$ cat config.mk
export PLATFORM = sky130hd
export DESIGN_NAME = soft_reset_bank_two
export DESIGN_NICKNAME = d
export VERILOG_FILES = /design/src/inc/soft_reset_bank_two_pkg.sv /design/src/logic/soft_reset_bank_two.sv
export SDC_FILE = /design/constraint.sdc
export NUM_CORES = 1
export LEC_CHECK = 0
export BUFFER_PORTS_ARGS = -buffer_cell sky130_fd_sc_hd__buf_2
export CAP_MARGIN = 20
export CORE_UTILIZATION = 42
export CTS_CLUSTER_DIAMETER = 50
export CTS_CLUSTER_SIZE = 10
export DETAILED_ROUTE_END_ITERATION = 8
export GPL_TIMING_DRIVEN = 1
export MAX_ROUTING_LAYER = met4
export PLACE_DENSITY = 0.76
export SLEW_MARGIN = 20
export SYNTH_ARGS = -nofsm -noshare
export SYNTH_HDL_FRONTEND = slang
export SYNTH_SLANG_ARGS = --single-unit
$ cat constraint.sdc
create_clock -name mclk -period 2.5 [get_ports mclk]
set_input_delay 0.5 -clock mclk [delete_from_list [all_inputs] [get_ports mclk]]
set_output_delay 0.5 -clock mclk [all_outputs]
set_load 0.03 [all_outputs]
$ cat src/inc/soft_reset_bank_two_pkg.sv
// constants, types and field layout of the second soft reset control bank
// What this block does
// [RQ1] writes gated by capability mask four bits
// [RQ2] register at 0x048, read/write, resets zero
// [RQ3] bit 30 resets the Ethernet PHY
// [RQ4] bit 28 resets the Ethernet MAC
// [RQ5] bits 7..0 reset I/O ports H..A
// [RQ6] bits 31, 29, 27:8 read zero
// [RQ7] set bit holds unit in reset
`default_nettype none

package soft_reset_bank_two_pkg;

	// ==========================================================
	// bus geometry
	localparam int DATA_W = 32;
	localparam int ADDR_W = 32;
	localparam int OFFS_W = 12;
	localparam logic [1:0] HTRANS_IDLE = 2'h0;
	localparam logic [1:0] HTRANS_NONSEQ = 2'h2;
	localparam logic [2:0] HSIZE_WORD = 3'h2;
	localparam logic HRESP_OKAY = 1'h0;
	localparam logic [1:0] WORD_ALIGN = 2'h0;

	// ==========================================================
	// register map
	localparam logic [OFFS_W-1:0] SOFT_RESET_CONTROL_GROUP_TWO_OFFSET = 12'h048;
	localparam logic [OFFS_W-1:0] CAPABILITY_MASK_FOUR_OFFSET = 12'h01C;
	localparam logic [DATA_W-1:0] SOFT_RESET_CONTROL_GROUP_TWO_RESET = 32'h0000_0000;
	localparam logic [DATA_W-1:0] CAPABILITY_MASK_FOUR_RESET = 32'h0000_0000;
	localparam logic [DATA_W-1:0] READ_ZERO = 32'h0000_0000;

	// ==========================================================
	// field layout
	localparam int PHY_BIT = 30;
	localparam int MAC_BIT = 28;
	localparam int PORT_LSB = 0;
	localparam int PORT_COUNT = 8;
	localparam logic [DATA_W-1:0] WRITABLE_MASK = 32'h5000_00FF;

	// ==========================================================
	// carriers
	typedef struct packed {
		logic valid;
		logic write;
		logic [OFFS_W-1:0] offset;
		logic wordSize;
	} busPhase_t;

	typedef struct packed {
		logic phy;
		logic mac;
		logic [PORT_COUNT-1:0] ports;
	} resetLines_t;

	localparam busPhase_t BUS_PHASE_IDLE = '{valid: 1'b0, write: 1'b0, offset: 12'h000,
		wordSize: 1'b0};

endpackage

`default_nettype wire

$ cat src/logic/soft_reset_bank_two.sv
// AHB-Lite slave holding the second soft reset control bank and its reset outputs
`default_nettype none

module soft_reset_bank_two
	import soft_reset_bank_two_pkg::*;
(
	input wire logic mclk,
	input wire logic arst_n,
	input wire logic hsel,
	input wire logic [ADDR_W-1:0] haddr,
	input wire logic [1:0] htrans,
	input wire logic hwrite,
	input wire logic [2:0] hsize,
	input wire logic [DATA_W-1:0] hwdata,
	input wire logic hready,
	output logic hreadyout,
	output logic hresp,
	output logic [DATA_W-1:0] hrdata,
	input wire logic [DATA_W-1:0] capabilityMaskFour,
	output logic ethernetPhyReset,
	output logic ethernetMacReset,
	output logic ioPortHReset,
	output logic ioPortGReset,
	output logic ioPortFReset,
	output logic ioPortEReset,
	output logic ioPortDReset,
	output logic ioPortCReset,
	output logic ioPortBReset,
	output logic ioPortAReset
);

	// ==========================================================
	// reset release
	logic rstMeta_n;
	logic rstSync_n;

	// assert is immediate, release waits two edges so no flop sees a runt release
	always_ff @(posedge mclk or negedge arst_n) begin
		if (!arst_n) begin
			rstMeta_n <= 1'b0;
			rstSync_n <= 1'b0;
		end else begin
			rstMeta_n <= 1'b1;
			rstSync_n <= rstMeta_n;
		end
	end

	// ==========================================================
	// decode helpers
	function automatic logic isControlReg(input logic [OFFS_W-1:0] offs);
		return offs == SOFT_RESET_CONTROL_GROUP_TWO_OFFSET;
	endfunction

	function automatic logic isCapabilityReg(input logic [OFFS_W-1:0] offs);
		return offs == CAPABILITY_MASK_FOUR_OFFSET;
	endfunction

	// ==========================================================
	// capability mask
	// registered once so reads and write gating see the same copy
	logic [DATA_W-1:0] capMask;
	logic [DATA_W-1:0] next_capMask;

	always_comb begin
		next_capMask = capabilityMaskFour;
	end

	always_ff @(posedge mclk or negedge rstSync_n) begin
		if (!rstSync_n) begin
			capMask <= CAPABILITY_MASK_FOUR_RESET;
		end else begin
			capMask <= next_capMask;
		end
	end

	// ==========================================================
	// address phase capture
	busPhase_t dataPhase;
	busPhase_t next_dataPhase;
	logic addrAccepted;

	assign addrAccepted = hsel && hready && (htrans == HTRANS_NONSEQ);

	always_comb begin
		next_dataPhase = dataPhase;
		if (hready) begin
			if (addrAccepted) begin
				next_dataPhase.valid = 1'b1;
				next_dataPhase.write = hwrite;
				next_dataPhase.offset = haddr[OFFS_W-1:0];
				next_dataPhase.wordSize = (hsize == HSIZE_WORD) && (haddr[1:0] == WORD_ALIGN);
			end else begin
				next_dataPhase = BUS_PHASE_IDLE;
			end
		end
	end

	always_ff @(posedge mclk or negedge rstSync_n) begin
		if (!rstSync_n) begin
			dataPhase <= BUS_PHASE_IDLE;
		end else begin
			dataPhase <= next_dataPhase;
		end
	end

	// ==========================================================
	// control register
	logic [DATA_W-1:0] ctrl;
	logic [DATA_W-1:0] next_ctrl;
	logic ctrlWrite;

	// narrow or misaligned writes are dropped rather than merged
	assign ctrlWrite = dataPhase.valid && dataPhase.write && dataPhase.wordSize
		&& isControlReg(dataPhase.offset);

	always_comb begin
		next_ctrl = ctrl;
		if (ctrlWrite) begin
			next_ctrl = hwdata & capMask & WRITABLE_MASK; // [RQ1] [RQ6]
		end
	end

	always_ff @(posedge mclk or negedge rstSync_n) begin
		if (!rstSync_n) begin
			ctrl <= SOFT_RESET_CONTROL_GROUP_TWO_RESET; // [RQ2]
		end else begin
			ctrl <= next_ctrl; // [RQ7]
		end
	end

	// ==========================================================
	// read path
	// read data is prepared at the address phase from next_ctrl so a read
	// right behind a write already sees the new value with no wait state
	logic [DATA_W-1:0] readData;
	logic [DATA_W-1:0] next_readData;

	always_comb begin
		next_readData = readData;
		if (addrAccepted && !hwrite) begin
			if (isControlReg(haddr[OFFS_W-1:0])) begin
				next_readData = next_ctrl & WRITABLE_MASK; // [RQ2] [RQ6]
			end else if (isCapabilityReg(haddr[OFFS_W-1:0])) begin
				next_readData = capMask;
			end else begin
				next_readData = READ_ZERO;
			end
		end else if (hready) begin
			next_readData = READ_ZERO;
		end
	end

	always_ff @(posedge mclk or negedge rstSync_n) begin
		if (!rstSync_n) begin
			readData <= READ_ZERO;
		end else begin
			readData <= next_readData;
		end
	end

	assign hrdata = readData;
	assign hreadyout = 1'b1;
	assign hresp = HRESP_OKAY;

	// ==========================================================
	// reset outputs
	resetLines_t lines;
	logic [PORT_COUNT-1:0] portReset;

	genvar gi;
	generate
		for (gi = 0; gi < PORT_COUNT; gi++) begin : g_port
			assign portReset[gi] = ctrl[PORT_LSB + gi]; // [RQ5]
			// one check pair per port line
			a_port_write: assert property (@(posedge mclk) disable iff (!rstSync_n) // [RQ5]
				ctrlWrite |=> portReset[gi]
					== ($past(hwdata[PORT_LSB + gi]) && $past(capMask[PORT_LSB + gi])))
				else $error("port reset line does not follow its write");
			a_port_held: assert property (@(posedge mclk) disable iff (!rstSync_n) // [RQ7]
				(portReset[gi] && !ctrlWrite) |=> portReset[gi])
				else $error("port reset released without a write");
		end
	endgenerate

	assign lines.phy = ctrl[PHY_BIT]; // [RQ3]
	assign lines.mac = ctrl[MAC_BIT]; // [RQ4]
	assign lines.ports = portReset;

	// outputs are straight flip-flop bits: held while set, released on clear
	assign ethernetPhyReset = lines.phy; // [RQ7]
	assign ethernetMacReset = lines.mac;
	assign ioPortHReset = lines.ports[7];
	assign ioPortGReset = lines.ports[6];
	assign ioPortFReset = lines.ports[5];
	assign ioPortEReset = lines.ports[4];
	assign ioPortDReset = lines.ports[3];
	assign ioPortCReset = lines.ports[2];
	assign ioPortBReset = lines.ports[1];
	assign ioPortAReset = lines.ports[0];

	// ==========================================================
	// checks
	a_write_gated: assert property (@(posedge mclk) disable iff (!rstSync_n) // [RQ1]
		ctrlWrite |=> ctrl == ($past(hwdata) & $past(capMask) & WRITABLE_MASK))
		else $error("control write not gated by capability mask");

	a_reset_clears: assert property (@(posedge mclk) disable iff (!arst_n) // [RQ2]
		!rstSync_n |-> (ctrl == SOFT_RESET_CONTROL_GROUP_TWO_RESET && !ethernetPhyReset
			&& !ethernetMacReset && !ioPortAReset && !ioPortHReset))
		else $error("control register not cleared during reset");

	a_read_back: assert property (@(posedge mclk) disable iff (!rstSync_n) // [RQ2]
		(addrAccepted && !hwrite && isControlReg(haddr[OFFS_W-1:0]) && !ctrlWrite)
			##1 !ctrlWrite |-> hrdata == ctrl)
		else $error("control register read mismatch");

	a_phy_line: assert property (@(posedge mclk) disable iff (!rstSync_n) // [RQ3]
		ctrlWrite |=> ethernetPhyReset == ($past(hwdata[PHY_BIT]) && $past(capMask[PHY_BIT])))
		else $error("phy reset line does not follow bit 30");

	a_mac_line: assert property (@(posedge mclk) disable iff (!rstSync_n) // [RQ4]
		ctrlWrite |=> ethernetMacReset == ($past(hwdata[MAC_BIT]) && $past(capMask[MAC_BIT])))
		else $error("mac reset line does not follow bit 28");

	a_port_lines: assert property (@(posedge mclk) disable iff (!rstSync_n) // [RQ5]
		{ioPortHReset, ioPortGReset, ioPortFReset, ioPortEReset, ioPortDReset,
			ioPortCReset, ioPortBReset, ioPortAReset} == ctrl[PORT_LSB +: PORT_COUNT])
		else $error("port reset lines out of order");

	a_reserved_zero: assert property (@(posedge mclk) disable iff (!rstSync_n) // [RQ6]
		dataPhase.valid && !dataPhase.write |-> (hrdata & ~WRITABLE_MASK) == READ_ZERO
			|| isCapabilityReg(dataPhase.offset))
		else $error("reserved bits read nonzero");

	a_reset_held: assert property (@(posedge mclk) disable iff (!rstSync_n) // [RQ7]
		(ethernetPhyReset && !ctrlWrite) |=> ethernetPhyReset)
		else $error("phy reset released without a write");

	a_release_on_clear: assert property (@(posedge mclk) disable iff (!rstSync_n) // [RQ7]
		(ctrlWrite && !hwdata[MAC_BIT]) |=> !ethernetMacReset)
		else $error("mac reset not released on clear");

	a_bus_okay: assert property (@(posedge mclk) disable iff (!rstSync_n)
		(addrAccepted && !hwrite && !isControlReg(haddr[OFFS_W-1:0])
			&& !isCapabilityReg(haddr[OFFS_W-1:0]))
			|=> (hrdata == READ_ZERO && hreadyout && hresp == HRESP_OKAY))
		else $error("unmapped read not answered with zero");

	// ==========================================================
	// bus, capability mask and synchroniser checks
	a_rsp_okay: assert property (@(posedge mclk) disable iff (!rstSync_n) // [RQ2]
		hreadyout && hresp == HRESP_OKAY)
		else $error("slave stalled or answered with an error");

	// stale read data must not linger on the bus after its data phase
	a_idle_read_zero: assert property (@(posedge mclk) disable iff (!rstSync_n)
		(hready && !(addrAccepted && !hwrite)) |=> hrdata == READ_ZERO)
		else $error("read data left standing outside a read");

	a_cap_read: assert property (@(posedge mclk) disable iff (!rstSync_n) // [RQ1]
		(addrAccepted && !hwrite && isCapabilityReg(haddr[OFFS_W-1:0]))
			|=> hrdata == $past(capMask))
		else $error("capability mask read mismatch");

	// live mask: a bit dropped later leaves an already set control bit alone
	a_cap_sampled: assert property (@(posedge mclk) disable iff (!rstSync_n) // [RQ1]
		1'b1 |=> capMask == $past(capabilityMaskFour))
		else $error("capability mask copy lags its input");

	// watched on the raw pin so the release edges themselves are covered
	a_sync_two_stage: assert property (@(posedge mclk) disable iff (!arst_n) // [RQ2]
		!rstMeta_n |=> !rstSync_n)
		else $error("reset released through fewer than two stages");

	// ==========================================================
	// register and reset line checks
	// apart from reset, reset outputs only ever move on a write data phase
	a_ctrl_stable: assert property (@(posedge mclk) disable iff (!rstSync_n) // [RQ7]
		!ctrlWrite |=> $stable(ctrl))
		else $error("control register changed without a write");

	a_reserved_ctrl: assert property (@(posedge mclk) disable iff (!rstSync_n) // [RQ6]
		(ctrl & ~WRITABLE_MASK) == READ_ZERO)
		else $error("reserved control bits set");

	// byte and halfword writes are refused rather than merged into the word
	a_narrow_dropped: assert property (@(posedge mclk) disable iff (!rstSync_n) // [RQ2]
		(dataPhase.valid && dataPhase.write && !dataPhase.wordSize) |=> $stable(ctrl))
		else $error("narrow write reached the control register");

	a_unmapped_write: assert property (@(posedge mclk) disable iff (!rstSync_n) // [RQ2]
		(dataPhase.valid && dataPhase.write && !isControlReg(dataPhase.offset))
			|=> $stable(ctrl))
		else $error("write to another offset reached the control register");

	a_mac_held: assert property (@(posedge mclk) disable iff (!rstSync_n) // [RQ7]
		(ethernetMacReset && !ctrlWrite) |=> ethernetMacReset)
		else $error("mac reset released without a write");

	a_phy_release: assert property (@(posedge mclk) disable iff (!rstSync_n) // [RQ7]
		(ctrlWrite && !hwdata[PHY_BIT]) |=> !ethernetPhyReset)
		else $error("phy reset not released on clear");

	a_phy_gate_off: assert property (@(posedge mclk) disable iff (!rstSync_n) // [RQ1]
		(ctrlWrite && !capMask[PHY_BIT]) |=> !ethernetPhyReset)
		else $error("phy reset set although the unit is absent");

endmodule

`default_nettype wire

## Word-level counts from Yosys, hierarchy flattened

Index checks and enable logic that the tools add are counted.

- Flip-flop bits (word level): 91
- Input port bits: 106
- Output and inout port bits: 44
- Word-level logic and storage cells: 31

- Equality and inequality tests: 5
- Muxes and demuxes: 6
- Bitwise logic cells: 1
- Reductions and logical operators: 10

Operators with widths:

| cell | number |
|---|---|
| 2-to-1 mux 32 bit | 4 |
| bitwise AND 31 bit | 1 |
| 2-to-1 mux 31 bit | 1 |
| equality test 12 x 7 -> 1 bit (second input constant) | 2 |
| 2-to-1 mux 15 bit | 1 |
| equality test 12 x 5 -> 1 bit (second input constant) | 1 |
| logical AND 1 bit | 7 |
| equality test 3 x 2 -> 1 bit (second input constant) | 1 |
| equality test 2 bit (second input constant) | 1 |
| logical NOT 2 bit | 1 |
| nonzero test 2 bit | 1 |
| logical NOT 1 bit | 1 |

## Logic depth before layout (Yosys ltp)

- Depth after elaboration: 6
- Depth in mapped cells: 5
- Depth with buffers taken out: 4

## Least setup slack after synthesis

No wires, ideal clock.

- Path kind: input -> register
- Start: input haddr[11]
- End: register readData[30] (netlist: hrdata[30])
- Setup time: 86 ps
- Data arrival time: 1990 ps
- Required time: 2414 ps
- Setup slack: 424 ps
- Stages: 5
- Path buffers: 1
- Cells stage by stage: or4b_4 -> or4_4 -> nand2b_4 -> buf_6 -> a32oi_1

- Cells in the longest elaborated chain, start to end: 4
- Elaborated cells on any way between the ends: 5
- Classes of those cells: 2 x eq/ne; 3 x mux

Ends and longest elaborated chain:

| item | line | RTL |
|---|---|---|
| from (decl) | soft_reset_bank_two.sv:10 | `input wire logic [ADDR_W-1:0] haddr,` |
| equality test 12 x 5 -> 1 bit | soft_reset_bank_two.sv:55 | `return offs == CAPABILITY_MASK_FOUR_OFFSET;` |
| 2-to-1 mux 32 bit | soft_reset_bank_two.sv:143 | `end else if (isCapabilityReg(haddr[OFFS_W-1:0])) begin` |
| 2-to-1 mux 32 bit (*) | soft_reset_bank_two.sv:141 | `if (isControlReg(haddr[OFFS_W-1:0])) begin` |
| 2-to-1 mux 32 bit (*) | soft_reset_bank_two.sv:140 | `if (addrAccepted && !hwrite) begin` |
| to (signal assigned) | soft_reset_bank_two.sv:157 | `readData <= next_readData;` |
| to (decl) | soft_reset_bank_two.sv:135 | `logic [DATA_W-1:0] readData;` |

Mark *: on every way between the ends. The rest lies on a longest branch, timed or not.
A chain may end at the register's enable or synchronous reset.

## Worst setup path after layout

- Start: input haddr[11]
- End: register readData[4] (netlist: hrdata[4])

Same word-level chain as after synthesis.

==> impl_metrics.yaml <==
timing:
  layout_setup_ws_ns: 0.611
  max-slew-margin-rel: 0.619
  setup_tns_ns: 0
  setup_viol: 0
  worstMarginPinSlew_ns: 0.571
  fin_crit_ns: 1.89
  fin_hold_ws_ns: 0.248
  slew_viol_final: 0
  hold_violations: 0
  timing.final.crit_share: 0.756
  fin_worst_skew_ns: 0.00630
  rsz0062_at_grt: "no"
  fmax_mhz: 529
critical_path:
  critical_path.startpoint: "haddr[11]"
  reg2reg_to: "hrdata[28]"
  crit_path_start_kind: "input port"
  worstReg2RegStart: "dataPhase[2]"
  path_depth: 6
  worst-path-buf-inv: 2
  arrival_ns: 2.11
  r2r_cells: 5
  crit_path_max_fanout: 10
  cp_cell_sequence: "buf_2, or4b_4, or4_4, buf_4, a21oi_1, a32oi_1"
  r2r_setup_slack_ns: 0.86
  cp.required_ns: 2.72
  critPathTopFamily: "simple AND/OR/NAND/NOR gates"
  cpPeakStageDelay_ns: 0.56
  critPathKind: "in -> reg"
  critPathSlowestCell: "or4b_4"
  end_kind: "flip-flop"
floorplanning:
  die_h_um: 90.6
  pin_count: 150
  rows: 31
  die-width_um: 90.6
  initial_core_util: 0.445
  floorplan.die_area_sq_um: 8200
  core_area_sq_um: 7410
placed_design:
  io_buffers: 105
  dp_hpwl_um: 4720
  place_congestion: 0.768
  pre_cts_ws_ns: 0.236
  dp.cells: 443
drt:
  num_vias: 2311
  wl_um: 6950
  via_per_inst: 5.01
  ant_nets: 0
  drt-initial-drc-count: 163
  routedWlPerCell_um: 15.1
  firstDrtPassIters: 4
  remaining_drc_errors: 0
cells_and_area:
  final_cell_mix: "buf_2 (105), dfrtp_1 (90), a22o_1 (36)"
  stdcell_count: 461
  area_growth_pct: 27.1
  final_common_cell: "buf_2"
  nets: 462
  drive_above_1_share: 0.404
  nFillCells: 650
global_route:
  first_global_vias: 2307
  grt_overflow: 0
  grt_pass1_wl_um: 11300
  antenna_found_initial: 1
  grt_max_degree: 53
  grtUsageTotal: 0.185
clocking:
  cts_buffers: 9
  path_clk_slew_ns: 0.09
  clkLatencyLatePin_ns: 0.35
  clkSinkCount: 91
  postCtsSetupBuffers: 0
  cts_resized: 0
  htreeDepth: 3
  clk_path_buf_depth: 2
  tritoncts: "yes"
  cts-root-buf: "clkbuf_8"
min_path:
  whs_path_depth: 1
  whs_endpoint: "capMask[12]"
  min_path_type: "in -> reg"
  hp-start: "capabilityMaskFour[12]"
job:
  maxCapViolations: 0
power_and_ir_drop:
  irDropWorstVdd_uv: 385
  leakagePower_nw: 2.23
  p_per_area_nw_per_um2: 662
yosys:
  yosysSeqAreaShare: 0.691
  synth.cell_area_sq_um: 3300
  postSynthCellCount: 246
  yosysWarnings: 0
  synth_cell_types: 30
  synth.avg_cell_area_sq_um: 13.4
  synth-seq-cells: 91
run_status:
  status: "finished clean"
metrics by stage:
| stage | utilization | total power, W | instance area, sq um |
|---|---|---|---|
| 6_report | 0.565 | 0.00277 | 4190 |
| 2_1_floorplan | - | 0.00161 | 3300 |
| 4_1_cts | 0.565 | 0.00282 | 4190 |
| 3_3_place_gp | 0.533 | 0.00168 | 3950 |
| 5_1_grt | 0.565 | 0.00289 | 4190 |
| 3_5_place_dp | 0.533 | 0.00168 | 3950 |
power by group:
part | internal, W | switching, W
Combinational | 0.0000541 | 0.0000627
Sequential | 0.00151 | 0.0000257
Clock | 0.000581 | 0.000543
Total | 0.00214 | 0.000632
sequential cells by signal, summed over array words and instances (netlist names):
register / count
capMask: 32
hrdata: 32
dataPhase: 15
ctrl: 10
rstMeta_n: 1
rstSync_n: 1
worst register-to-register path: cells and delay by family (launching register included):
family / cells / cell delay, ns
compound gates: 1 / 0.18
buf+inv: 1 / 0.22
flops: 1 / 0.39
mux: 1 / 0.30
simple gates: 2 / 0.47
routing by layer:
metal	wire length [um]	track usage	up-vias	part of all wire
met2	3270	0.280	89	0.47
met5	0	-	-	0
met1	3180	0.238	1130	0.46
li1	-	-	1088	-
met3	461	0.0657	4	0.066
met4	45	0.0444	0	0.0065
Yosys cell counts, drive strengths merged:
cell	n	share of area
a21o	1	0.0023
a21oi	10	0.015
a22o	36	0.096
a32oi	10	0.027
and3	1	0.0019
and3b	1	0.0027
and4b	1	0.0030
buf	3	0.0080
clkbuf	12	0.014
conb	2	0.0023
dfrtp	91	0.69
inv	21	0.024
mux2	10	0.034
nand2	21	0.024
nand2b	1	0.0042
nand3	10	0.015
nand4	1	0.0019
nand4b	1	0.0027
nor2	2	0.0023
nor3	1	0.0015
nor4	2	0.0057
nor4b	2	0.0053
nor4bb	1	0.0030
or2	1	0.0019
or3	1	0.0019
or3b	1	0.0027
or4	1	0.0034
or4b	1	0.0042
final cells by class:
cell class                 count  area (sq um)  share of cell area
antenna                        1          2.50            0.000598
clock buffer                   9           124              0.0296
clock inverter                 7           105              0.0251
inverter                      21          78.8              0.0188
multi-input combinational    120           872               0.208
sequential                    91          2280               0.545
tap                           99           124              0.0296
timing repair buffer         113           601               0.143
kinds of logic after synthesis:
group / Yosys count / synth area share
compound gates: 57 / 0.140
mux: 10 / 0.0342
other cells: 2 / 0.00228
simple gates: 50 / 0.0873
flops: 91 / 0.691
buf+inv: 36 / 0.0456
repair_timing:
item,4_1_cts,5_1_grt
endpoints found under the setup margin,0,0
hold buffers,1,0
endpoints found under the hold margin,2,0
worst max path at each step:
stage	endpoint	slack (ns)
detailed placement	hrdata[4]	0.24
floorplan	hrdata[30]	0.42
finish	hrdata[4]	0.61
global route	hrdata[5]	0.59
global placement	hrdata[7]	0.29
CTS	hrdata[4]	0.62
(Power assumes the default switching activity.)
